### src/call_return_pkg.sv
// Summary of operation
// - Address pointer upper six bits read zero
// - Direct call: decrement, push next, jump
// - Indirect call pushes next, jumps to pointer
// - Return pops pointer, then increments index
// - Return-and-skip pops, next instruction becomes no-op
// - Interrupt return pops and restores saved context
// - Interrupt saves only status word flags
// - Interrupt return restores context unconditionally
// - Unmask instruction sets global enable
// - Enable effective after following instruction completes
// - Accept after instruction, never after pointer change
// - Disabled source never alters program flow
// - Request held, accepted once enabled
// - Mask instruction clears global enable
// - No-op changes nothing, one machine cycle
package call_return_pkg;

    // ------------------------------------------------------------
    // Widths
    // ------------------------------------------------------------
    localparam int IP_W   = 10;
    localparam int AP_W   = 16;
    localparam int CTX_W  = 4;
    localparam int SI_W   = 3;
    localparam int II_W   = 2;
    localparam int ADDR_W = 5;

    // ------------------------------------------------------------
    // Opcodes
    // ------------------------------------------------------------
    localparam logic [15:0] OP_CALL_AR = 16'h3850;
    localparam logic [15:0] OP_BR_AR   = 16'h3840;
    localparam logic [15:0] OP_RET     = 16'h38E0;
    localparam logic [15:0] OP_RETURN_AND_SKIP   = 16'h39E0;
    localparam logic [15:0] OP_INTERRUPT_RETURN    = 16'h3CE0;
    localparam logic [15:0] OP_UNMASK  = 16'h38F0;
    localparam logic [15:0] OP_MASK    = 16'h39F0;

    // ------------------------------------------------------------
    // Register byte offsets
    // ------------------------------------------------------------
    localparam logic [ADDR_W-1:0] OFF_CONTROL  = 5'h00;
    localparam logic [ADDR_W-1:0] OFF_ADDR_PTR = 5'h04;
    localparam logic [ADDR_W-1:0] OFF_SRC_EN   = 5'h08;
    localparam logic [ADDR_W-1:0] OFF_SRC_REQ  = 5'h0C;
    localparam logic [ADDR_W-1:0] OFF_STATUS   = 5'h10;
    localparam logic [ADDR_W-1:0] OFF_POINTER  = 5'h14;
    localparam logic [ADDR_W-1:0] OFF_IRQ_STAT = 5'h18;
    localparam logic [ADDR_W-1:0] OFF_IRQ_MASK = 5'h1C;

    // ------------------------------------------------------------
    // Field positions and reset values
    // ------------------------------------------------------------
    localparam int POS_SI        = 16;
    localparam int EVT_ACCEPT    = 0;
    localparam int EVT_STACK_ERR = 1;
    localparam int N_EVT         = 2;
    localparam logic [IP_W-1:0] RESET_IP = 10'h000;
    localparam logic [SI_W-1:0] RESET_SI = 3'h7;
    localparam logic [II_W-1:0] RESET_II = 2'h3;
    localparam logic [SI_W-1:0] SI_ONE   = 3'h1;
    localparam logic [II_W-1:0] II_ONE   = 2'h1;
    localparam logic [IP_W-1:0] IP_ONE   = 10'h001;
    localparam logic [1:0] RESP_OKAY   = 2'h0;
    localparam logic [1:0] RESP_DECERR = 2'h3;

endpackage

### src/call_return_interrupt_control.sv
// Decided for this implementation: the register addresses and the AXI4-Lite slave port.
`timescale 1ns/1ps
module call_return_interrupt_control
    import call_return_pkg::*;
#(
    parameter int N_SRC = 4,
    parameter logic [IP_W-1:0] VECTOR_BASE = 10'h001
) (
    // Clock and reset
    input  wire logic              aclk,
    input  wire logic              aresetn,
    // AXI4-Lite write address and data
    input  wire logic [ADDR_W-1:0] awaddr,
    input  wire logic [2:0]        awprot,
    input  wire logic              awvalid,
    output logic                   awready,
    input  wire logic [31:0]       wdata,
    input  wire logic [3:0]        wstrb,
    input  wire logic              wvalid,
    output logic                   wready,
    // AXI4-Lite write response
    output logic [1:0]             bresp,
    output logic                   bvalid,
    input  wire logic              bready,
    // AXI4-Lite read
    input  wire logic [ADDR_W-1:0] araddr,
    input  wire logic [2:0]        arprot,
    input  wire logic              arvalid,
    output logic                   arready,
    output logic [31:0]            rdata,
    output logic [1:0]             rresp,
    output logic                   rvalid,
    input  wire logic              rready,
    // Instruction issue, one pulse per machine cycle
    input  wire logic              instr_valid,
    input  wire logic [15:0]       instr_word,
    input  wire logic              direct_call,
    input  wire logic              branch_taken,
    input  wire logic [IP_W-1:0]   jump_target,
    // Interrupt sources
    input  wire logic [N_SRC-1:0]  source_event,
    // Sequencer outputs
    output logic [IP_W-1:0]        instruction_pointer,
    output logic                   skip_active,
    output logic                   global_irq_enable,
    output logic [CTX_W-1:0]       status_word_flags,
    output logic                   irq
);

    // ------------------------------------------------------------
    // State
    // ------------------------------------------------------------
    typedef struct packed {
        logic                          aw_got;
        logic [ADDR_W-1:0]             aw_addr;
        logic                          w_got;
        logic [31:0]                   w_data;
        logic [3:0]                    w_strb;
        logic                          awready;
        logic                          wready;
        logic                          bvalid;
        logic [1:0]                    bresp;
        logic                          arready;
        logic                          rvalid;
        logic [31:0]                   rdata;
        logic [1:0]                    rresp;
        logic [IP_W-1:0]               ip;
        logic                          skip;
        logic                          gie;
        logic [CTX_W-1:0]              live;
        logic [AP_W-1:0]               ap;
        logic [SI_W-1:0]               si;
        logic [II_W-1:0]               ii;
        logic [(1<<SI_W)-1:0][IP_W-1:0] ras;
        logic [(1<<II_W)-1:0][CTX_W-1:0] istk;
        logic [N_SRC-1:0]              src_en;
        logic [N_SRC-1:0]              src_req;
        logic [N_EVT-1:0]              irq_status;
        logic [N_EVT-1:0]              irq_mask;
        logic                          irq;
    } state_t;

    state_t s;
    state_t next_s;

    // ------------------------------------------------------------
    // Byte-lane merge for strobed writes
    // ------------------------------------------------------------
    function automatic logic [31:0] merge(input logic [31:0] old,
                                          input logic [31:0] data,
                                          input logic [3:0]  strb);
        logic [31:0] r;
        r = old;
        for (int b = 0; b < 4; b++) begin
            if (strb[b]) begin
                r[b*8 +: 8] = data[b*8 +: 8];
            end
        end
        return r;
    endfunction

    // ------------------------------------------------------------
    // Next state
    // ------------------------------------------------------------
    always_comb begin
        logic [31:0]      wv;
        logic             ipmod;
        logic             block;
        logic [N_SRC-1:0] ready_src;
        logic [N_EVT-1:0] evt;
        logic             found;
        logic [IP_W-1:0]  vec;
        logic [IP_W-1:0]  ret_addr;
        wv        = 32'h0000_0000;
        ipmod     = 1'b0;
        block     = 1'b0;
        ready_src = '0;
        evt       = '0;
        found     = 1'b0;
        vec       = VECTOR_BASE;
        ret_addr  = RESET_IP;
        next_s = s;

        // ------------------------------------------------------------
        // Write channel
        // ------------------------------------------------------------
        if (s.bvalid && bready) begin
            next_s.bvalid = 1'b0;
        end
        if (awvalid && s.awready) begin
            next_s.aw_got  = 1'b1;
            next_s.aw_addr = awaddr;
        end
        if (wvalid && s.wready) begin
            next_s.w_got  = 1'b1;
            next_s.w_data = wdata;
            next_s.w_strb = wstrb;
        end
        if (next_s.aw_got && next_s.w_got && !next_s.bvalid) begin
            next_s.aw_got = 1'b0;
            next_s.w_got  = 1'b0;
            next_s.bvalid = 1'b1;
            next_s.bresp  = RESP_OKAY;
            unique case (next_s.aw_addr)
                OFF_CONTROL: begin
                    wv = merge({31'h0, s.gie}, next_s.w_data,
                               next_s.w_strb);
                    next_s.gie = wv[0];
                end
                OFF_ADDR_PTR: begin
                    wv = merge({16'h0, s.ap}, next_s.w_data,
                               next_s.w_strb);
                    next_s.ap = {6'h00, wv[IP_W-1:0]};
                end
                OFF_SRC_EN: begin
                    wv = merge(32'(s.src_en), next_s.w_data,
                               next_s.w_strb);
                    next_s.src_en = wv[N_SRC-1:0];
                end
                OFF_SRC_REQ: begin
                    wv = merge(32'h0, next_s.w_data, next_s.w_strb);
                    next_s.src_req = s.src_req & ~wv[N_SRC-1:0];
                end
                OFF_STATUS: begin
                    wv = merge(32'(s.live), next_s.w_data,
                               next_s.w_strb);
                    next_s.live = wv[CTX_W-1:0];
                end
                OFF_IRQ_STAT: begin
                    wv = merge(32'h0, next_s.w_data, next_s.w_strb);
                    next_s.irq_status = s.irq_status & ~wv[N_EVT-1:0];
                end
                OFF_IRQ_MASK: begin
                    wv = merge(32'(s.irq_mask), next_s.w_data,
                               next_s.w_strb);
                    next_s.irq_mask = wv[N_EVT-1:0];
                end
                OFF_POINTER: begin
                    next_s.bresp = RESP_OKAY;
                end
                default: begin
                    next_s.bresp = RESP_DECERR;
                end
            endcase
        end

        // ------------------------------------------------------------
        // Read channel
        // ------------------------------------------------------------
        if (s.rvalid && rready) begin
            next_s.rvalid = 1'b0;
        end
        if (arvalid && s.arready) begin
            next_s.rvalid = 1'b1;
            next_s.rresp  = RESP_OKAY;
            unique case (araddr)
                OFF_CONTROL:  next_s.rdata = {31'h0, s.gie};
                OFF_ADDR_PTR: next_s.rdata = {22'h0, s.ap[IP_W-1:0]};
                OFF_SRC_EN:   next_s.rdata = 32'(s.src_en);
                OFF_SRC_REQ:  next_s.rdata = 32'(s.src_req);
                OFF_STATUS:   next_s.rdata = 32'(s.live);
                OFF_POINTER: begin
                    next_s.rdata = 32'(s.ip);
                    next_s.rdata[POS_SI +: SI_W] = s.si;
                end
                OFF_IRQ_STAT: next_s.rdata = 32'(s.irq_status);
                OFF_IRQ_MASK: next_s.rdata = 32'(s.irq_mask);
                default: begin
                    next_s.rdata = 32'h0000_0000;
                    next_s.rresp = RESP_DECERR;
                end
            endcase
        end

        // ------------------------------------------------------------
        // Instruction execution
        // ------------------------------------------------------------
        if (instr_valid) begin
            next_s.ip = s.ip + IP_ONE;
            if (s.skip) begin
                next_s.skip = 1'b0;
            end else if (direct_call || instr_word == OP_CALL_AR) begin
                ipmod = 1'b1;
                // Wrap is flagged, not blocked
                if (s.si == '0) begin
                    evt[EVT_STACK_ERR] = 1'b1;
                end
                next_s.si = s.si - SI_ONE;
                next_s.ras[next_s.si] = s.ip + IP_ONE;
                next_s.ip = direct_call ? jump_target : s.ap[IP_W-1:0];
            end else if (instr_word == OP_RET || instr_word == OP_RETURN_AND_SKIP ||
                         instr_word == OP_INTERRUPT_RETURN) begin
                ipmod = 1'b1;
                next_s.ip = s.ras[s.si];
                if (s.si == RESET_SI) begin
                    evt[EVT_STACK_ERR] = 1'b1;
                end
                next_s.si = s.si + SI_ONE;
                next_s.skip = (instr_word == OP_RETURN_AND_SKIP);
                if (instr_word == OP_INTERRUPT_RETURN) begin
                    next_s.live = s.istk[s.ii];
                    next_s.ii   = s.ii + II_ONE;
                end
            end else if (instr_word == OP_BR_AR || branch_taken) begin
                ipmod = 1'b1;
                next_s.ip = branch_taken ? jump_target : s.ap[IP_W-1:0];
            end else if (instr_word == OP_UNMASK) begin
                next_s.gie = 1'b1;
            end else if (instr_word == OP_MASK) begin
                next_s.gie = 1'b0;
                block = 1'b1;
            end

            // ------------------------------------------------------------
            // Interrupt acceptance
            // ------------------------------------------------------------
            // only enabled pending sources
            ready_src = s.src_req & s.src_en;
            if (s.gie && !ipmod && !block && |ready_src) begin
                for (int i = N_SRC - 1; i >= 0; i--) begin
                    if (ready_src[i]) begin
                        found = 1'b1;
                        vec = VECTOR_BASE + IP_W'(i);
                    end
                end
            end
            if (found) begin
                ret_addr = next_s.ip;
                if (s.si == '0) begin
                    evt[EVT_STACK_ERR] = 1'b1;
                end
                next_s.si = s.si - SI_ONE;
                next_s.ras[next_s.si] = ret_addr;
                next_s.ii = s.ii - II_ONE;
                next_s.istk[next_s.ii] = next_s.live;
                next_s.ip = vec;
                evt[EVT_ACCEPT] = 1'b1;
            end
        end

        // ------------------------------------------------------------
        // Request flags: set wins over clears
        // ------------------------------------------------------------
        for (int i = N_SRC - 1; i >= 0; i--) begin
            if (found && vec == VECTOR_BASE + IP_W'(i)) begin
                next_s.src_req[i] = 1'b0;
            end
            if (source_event[i]) begin
                next_s.src_req[i] = 1'b1;
            end
        end
        next_s.irq_status = next_s.irq_status | evt;

        // Level output follows unmasked status
        next_s.irq     = |(next_s.irq_status & next_s.irq_mask);
        // Readies drop while a response waits
        next_s.awready = !next_s.aw_got && !next_s.bvalid;
        next_s.wready  = !next_s.w_got && !next_s.bvalid;
        next_s.arready = !next_s.rvalid;

        // ------------------------------------------------------------
        // Synchronous reset overrides all
        // ------------------------------------------------------------
        if (!aresetn) begin
            next_s    = '0;
            next_s.ip = RESET_IP;
            next_s.si = RESET_SI;
            next_s.ii = RESET_II;
        end
    end

    always_ff @(posedge aclk) begin
        s <= next_s;
    end

    // ------------------------------------------------------------
    // Outputs
    // ------------------------------------------------------------
    assign awready             = s.awready;
    assign wready              = s.wready;
    assign bvalid              = s.bvalid;
    assign bresp               = s.bresp;
    assign arready             = s.arready;
    assign rvalid              = s.rvalid;
    assign rdata               = s.rdata;
    assign rresp               = s.rresp;
    assign instruction_pointer = s.ip;
    assign skip_active         = s.skip;
    assign global_irq_enable   = s.gie;
    assign status_word_flags   = s.live;
    assign irq                 = s.irq;

endmodule

### config.mk
export PLATFORM = sky130hd
export DESIGN_NAME = call_return_interrupt_control
export DESIGN_NICKNAME = d
export VERILOG_FILES = /design/src/call_return_pkg.sv /design/src/call_return_interrupt_control.sv
export SDC_FILE = /design/constraint.sdc
export NUM_CORES = 1
export LEC_CHECK = 0
export ABC_AREA = 1
export BUFFER_PORTS_ARGS = -buffer_cell sky130_fd_sc_hd__clkbuf_2
export CAP_MARGIN = 0
export CORE_AREA = 2 2 223 137
export CTS_CLUSTER_DIAMETER = 30
export CTS_CLUSTER_SIZE = 28
export DETAILED_ROUTE_END_ITERATION = 10
export DIE_AREA = 0 0 225 139
export MAX_ROUTING_LAYER = met4
export SKIP_CTS_REPAIR_TIMING = 1
export SLEW_MARGIN = 20
export SYNTH_ARGS = -nofsm -noshare
export SYNTH_HDL_FRONTEND = slang
export SYNTH_SLANG_ARGS = --single-unit
export TNS_END_PERCENT = 100
### constraint.sdc
create_clock -name aclk -period 3.19 [get_ports aclk]
set_clock_uncertainty 0.15 [all_clocks]
set_input_delay 0.638 -clock aclk [delete_from_list [all_inputs] [get_ports aclk]]
set_output_delay 0.638 -clock aclk [all_outputs]
set_load 0.02 [all_outputs]
==> flow_metrics.tcl <==
set metrics [dict create \
    outcome "finished, final reports clean" \
    start_util 0.413 \
    fin_nets 2187 \
    htreeDepth 4 \
    cp_num_buf_inv 1 \
    grt_pass1_vias 11600 \
    finalWeightedCongestion 0.955 \
    cpLargestDelayFamily "simple AND/OR/NAND/NOR gates" \
    yosysWarningCount 0 \
    layout-drive-gt1-share 0.121 \
    antenna_cells 0 \
    p_leak_nw 6.08 \
    synthArstFlopShare 0 \
    worstSetupPathType "register to register" \
    clock-sinks 179 \
    synth_seq_cells 179 \
    fin_cells 2481 \
    netlist_instances 2028 \
    rsz0062_at_grt "no" \
    die_h_um 139 \
    worstHoldPathType "input port to register" \
    cts_max_path_buffers 2 \
    grt_usage 0.286 \
    power_mw 5.53 \
    drc 0 \
    drt_wl_total_mm 44.1 \
    drt-initial-drc-count 1655 \
    grt_remaining_overflow 0 \
    grt_max_degree 104 \
    io_pins 150 \
    syn_to_final_growth_pct 11.3 \
    fin_tns_setup_ns 0 \
    required_ns 3.38 \
    antenna_found_initial 0 \
    period_minus_slack_ns 2.75 \
    cp_slowest_cell "xnor2_4" \
    rows 49 \
    final_area_um2 13500 \
    avgSynthCellArea_um2 5.99 \
    worst_skew_pair.late_latency_ns 0.46 \
    synth_edf_count 0 \
    dr.pass1.iters 6 \
    post_drt_wl_per_cell_um 17.8 \
    max_freq_mhz 364 \
    startpoint_type "register" \
    dieArea_um2 31300 \
    final_cell_mix "nand2_1 (670), a21oi_1 (234), inv_1 (214)" \
    ir_drop_mv 0.274 \
    fp.dieW_um 225 \
    crit_chain "inv_2 -> ha_1 -> xnor2_4 -> nand2_4 -> nor2_4 -> nand3_2 -> o21ai_0 -> nand2_1 -> nand3_1 -> a21oi_1" \
    avgViaCountPerCell 5.42 \
    ys_seq_area_frac 0.295 \
    cp-end-kind "register" \
    dpl-instance-area_um2 12900 \
    drt.antenna.violating_nets 0 \
    hold_viol 0 \
    ys_types 45 \
    tritoncts "done" \
    final_common_cell "nand2_1" \
    cts_root_buffer "clkbuf_16" \
    finalSetupViolations 0 \
    cts_made_buffers 17 \
    path_max_fanout 13 \
    slowest_delay_ns 0.44 \
    preCtsSetupSlack_ns 0.205 \
    fin_crit_sh 0.861 \
    ys.flop_type "dfxtp_1" \
    ys_top_cells_by_area "dfxtp_1 (30%), nand2_1 (21%), a21oi_1 (9.6%), inv_1 (6.6%), nand3_1 (6.4%)" \
    io_buffers 100 \
    synth_area_leader_cell "dfxtp_1" \
    syn-cell-area_um2 12100 \
    timing.final.ws_setup_ns 0.442 \
    power-per-cell-area_nw_per_um2 409 \
    grt_pass1_wl_mm 66.9 \
    core_um2 29400 \
    worstMarginPinSlew_ns 0.666 \
    vias 13400 \
    slew_headroom 0.552 \
    place_hpwl_mm 31.5 \
    critPathArrivalTime_ns 2.94 \
    dp.cells 2449 \
    drv_cap 0 \
    synth_top_area_share 0.295 \
    cts.reportedPaths.clkPinSlew_ns 0.08 \
    slew_violations 0 \
]
-- flip-flops by register name, summed over array words and instances, names as in the netlist, named ones only --
signal	count
bresp	1
global_irq_enable	1
irq	1
status_word_flags	4
arready	1
instruction_pointer	10
s	126
rdata	13
skip_active	1
rresp	1
rvalid	1
awready	1
wready	1
bvalid	1
-- metal layers --
layer / routed length [µm] / GRT usage / vias to the layer above
met5: 0 / - / -
met4: 620 / 0.0627 / 0
met3: 5190 / 0.0854 / 50
met2: 16900 / 0.364 / 681
met1: 21300 / 0.429 / 6107
li1: - / - / 6601
-- cell families (layout without fill, tap and decap cells) --
logic type               after synthesis  count (layout)  share of synthesized area
multiplexers                           8               8                    0.00660
AO/OA/AOI/OAI                        366             366                      0.159
other                                  1              19                   0.000309
adder cells (fa/ha/maj)                9               9                    0.00928
flip-flops                           179             179                      0.295
buffers and inverters                383             436                      0.143
AND/OR/NAND/NOR                     1077            1077                      0.382
XOR/XNOR                               5               5                    0.00515
-- cell usage after synthesis, types with 7 or more instances --
library cell	number
buf_2	14
mux2i_1	8
nor2_1	143
clkinv_1	8
inv_1	215
o22ai_1	9
buf_4	58
o21ai_0	80
clkbuf_1	61
nand2_1	670
a21oi_1	234
nand4_1	66
dfxtp_1	179
nand3_1	156
nand3_2	8
or2_2	7
buf_6	8
o211ai_1	8
inv_2	9
nor3_1	7
ha_1	9
o21ai_1	15
buf_1	10
-- where the power goes --
group / switching [mW] / internal (mW)
sequential: 0.0539 / 2.30
clock: 1.11 / 1.05
combinational: 0.723 / 0.290
total: 1.89 / 3.64
-- area by class of cell --
cell class	count	area (µm²)
clock buffer	17	425
inverter	232	876
multi-input combinational	1484	6890
sequential	179	3580
fill	3111	15900
clock inverter	15	155
timing repair buffer	172	1100
tap	382	478
-- stage by stage --
| step | util | hold slack [ns] |
|---|---|---|
| 6_report | 0.460 | 0.254 |
| 4_1_cts | 0.460 | 0.237 |
| 5_1_grt | 0.460 | 0.247 |
| 3_5_place_dp | 0.440 | 0.304 |
| 2_1_floorplan | - | 0.291 |
| 3_3_place_gp | 0.440 | 0.303 |
-- path summary, 6_finish.rpt --
kind | from | to | slack [ns] | cells past startpoint
worst min register to register | register | register | 0.32 | 2
worst min-delay path | source_event[0] | s[5]$_SDFFE_PN0P_ | 0.25 | 3
worst max register to register | s[111]$_SDFFE_PN1P_ | s[46]$_SDFFE_PN0P_ | 0.44 | 10
worst max-delay path | s[111]$_SDFFE_PN1P_ | s[46]$_SDFFE_PN0P_ | 0.44 | 10
-- worst register-to-register path, stage by stage, from the launching register on --
cell	delay, ns
dfxtp_2	0.37
inv_2	0.06
ha_1	0.25
xnor2_4	0.44
nand2_4	0.15
nor2_4	0.29
nand3_2	0.37
o21ai_0	0.29
nand2_1	0.08
nand3_1	0.09
a21oi_1	0.07
Note: power is estimated with default switching activity, not from simulation.
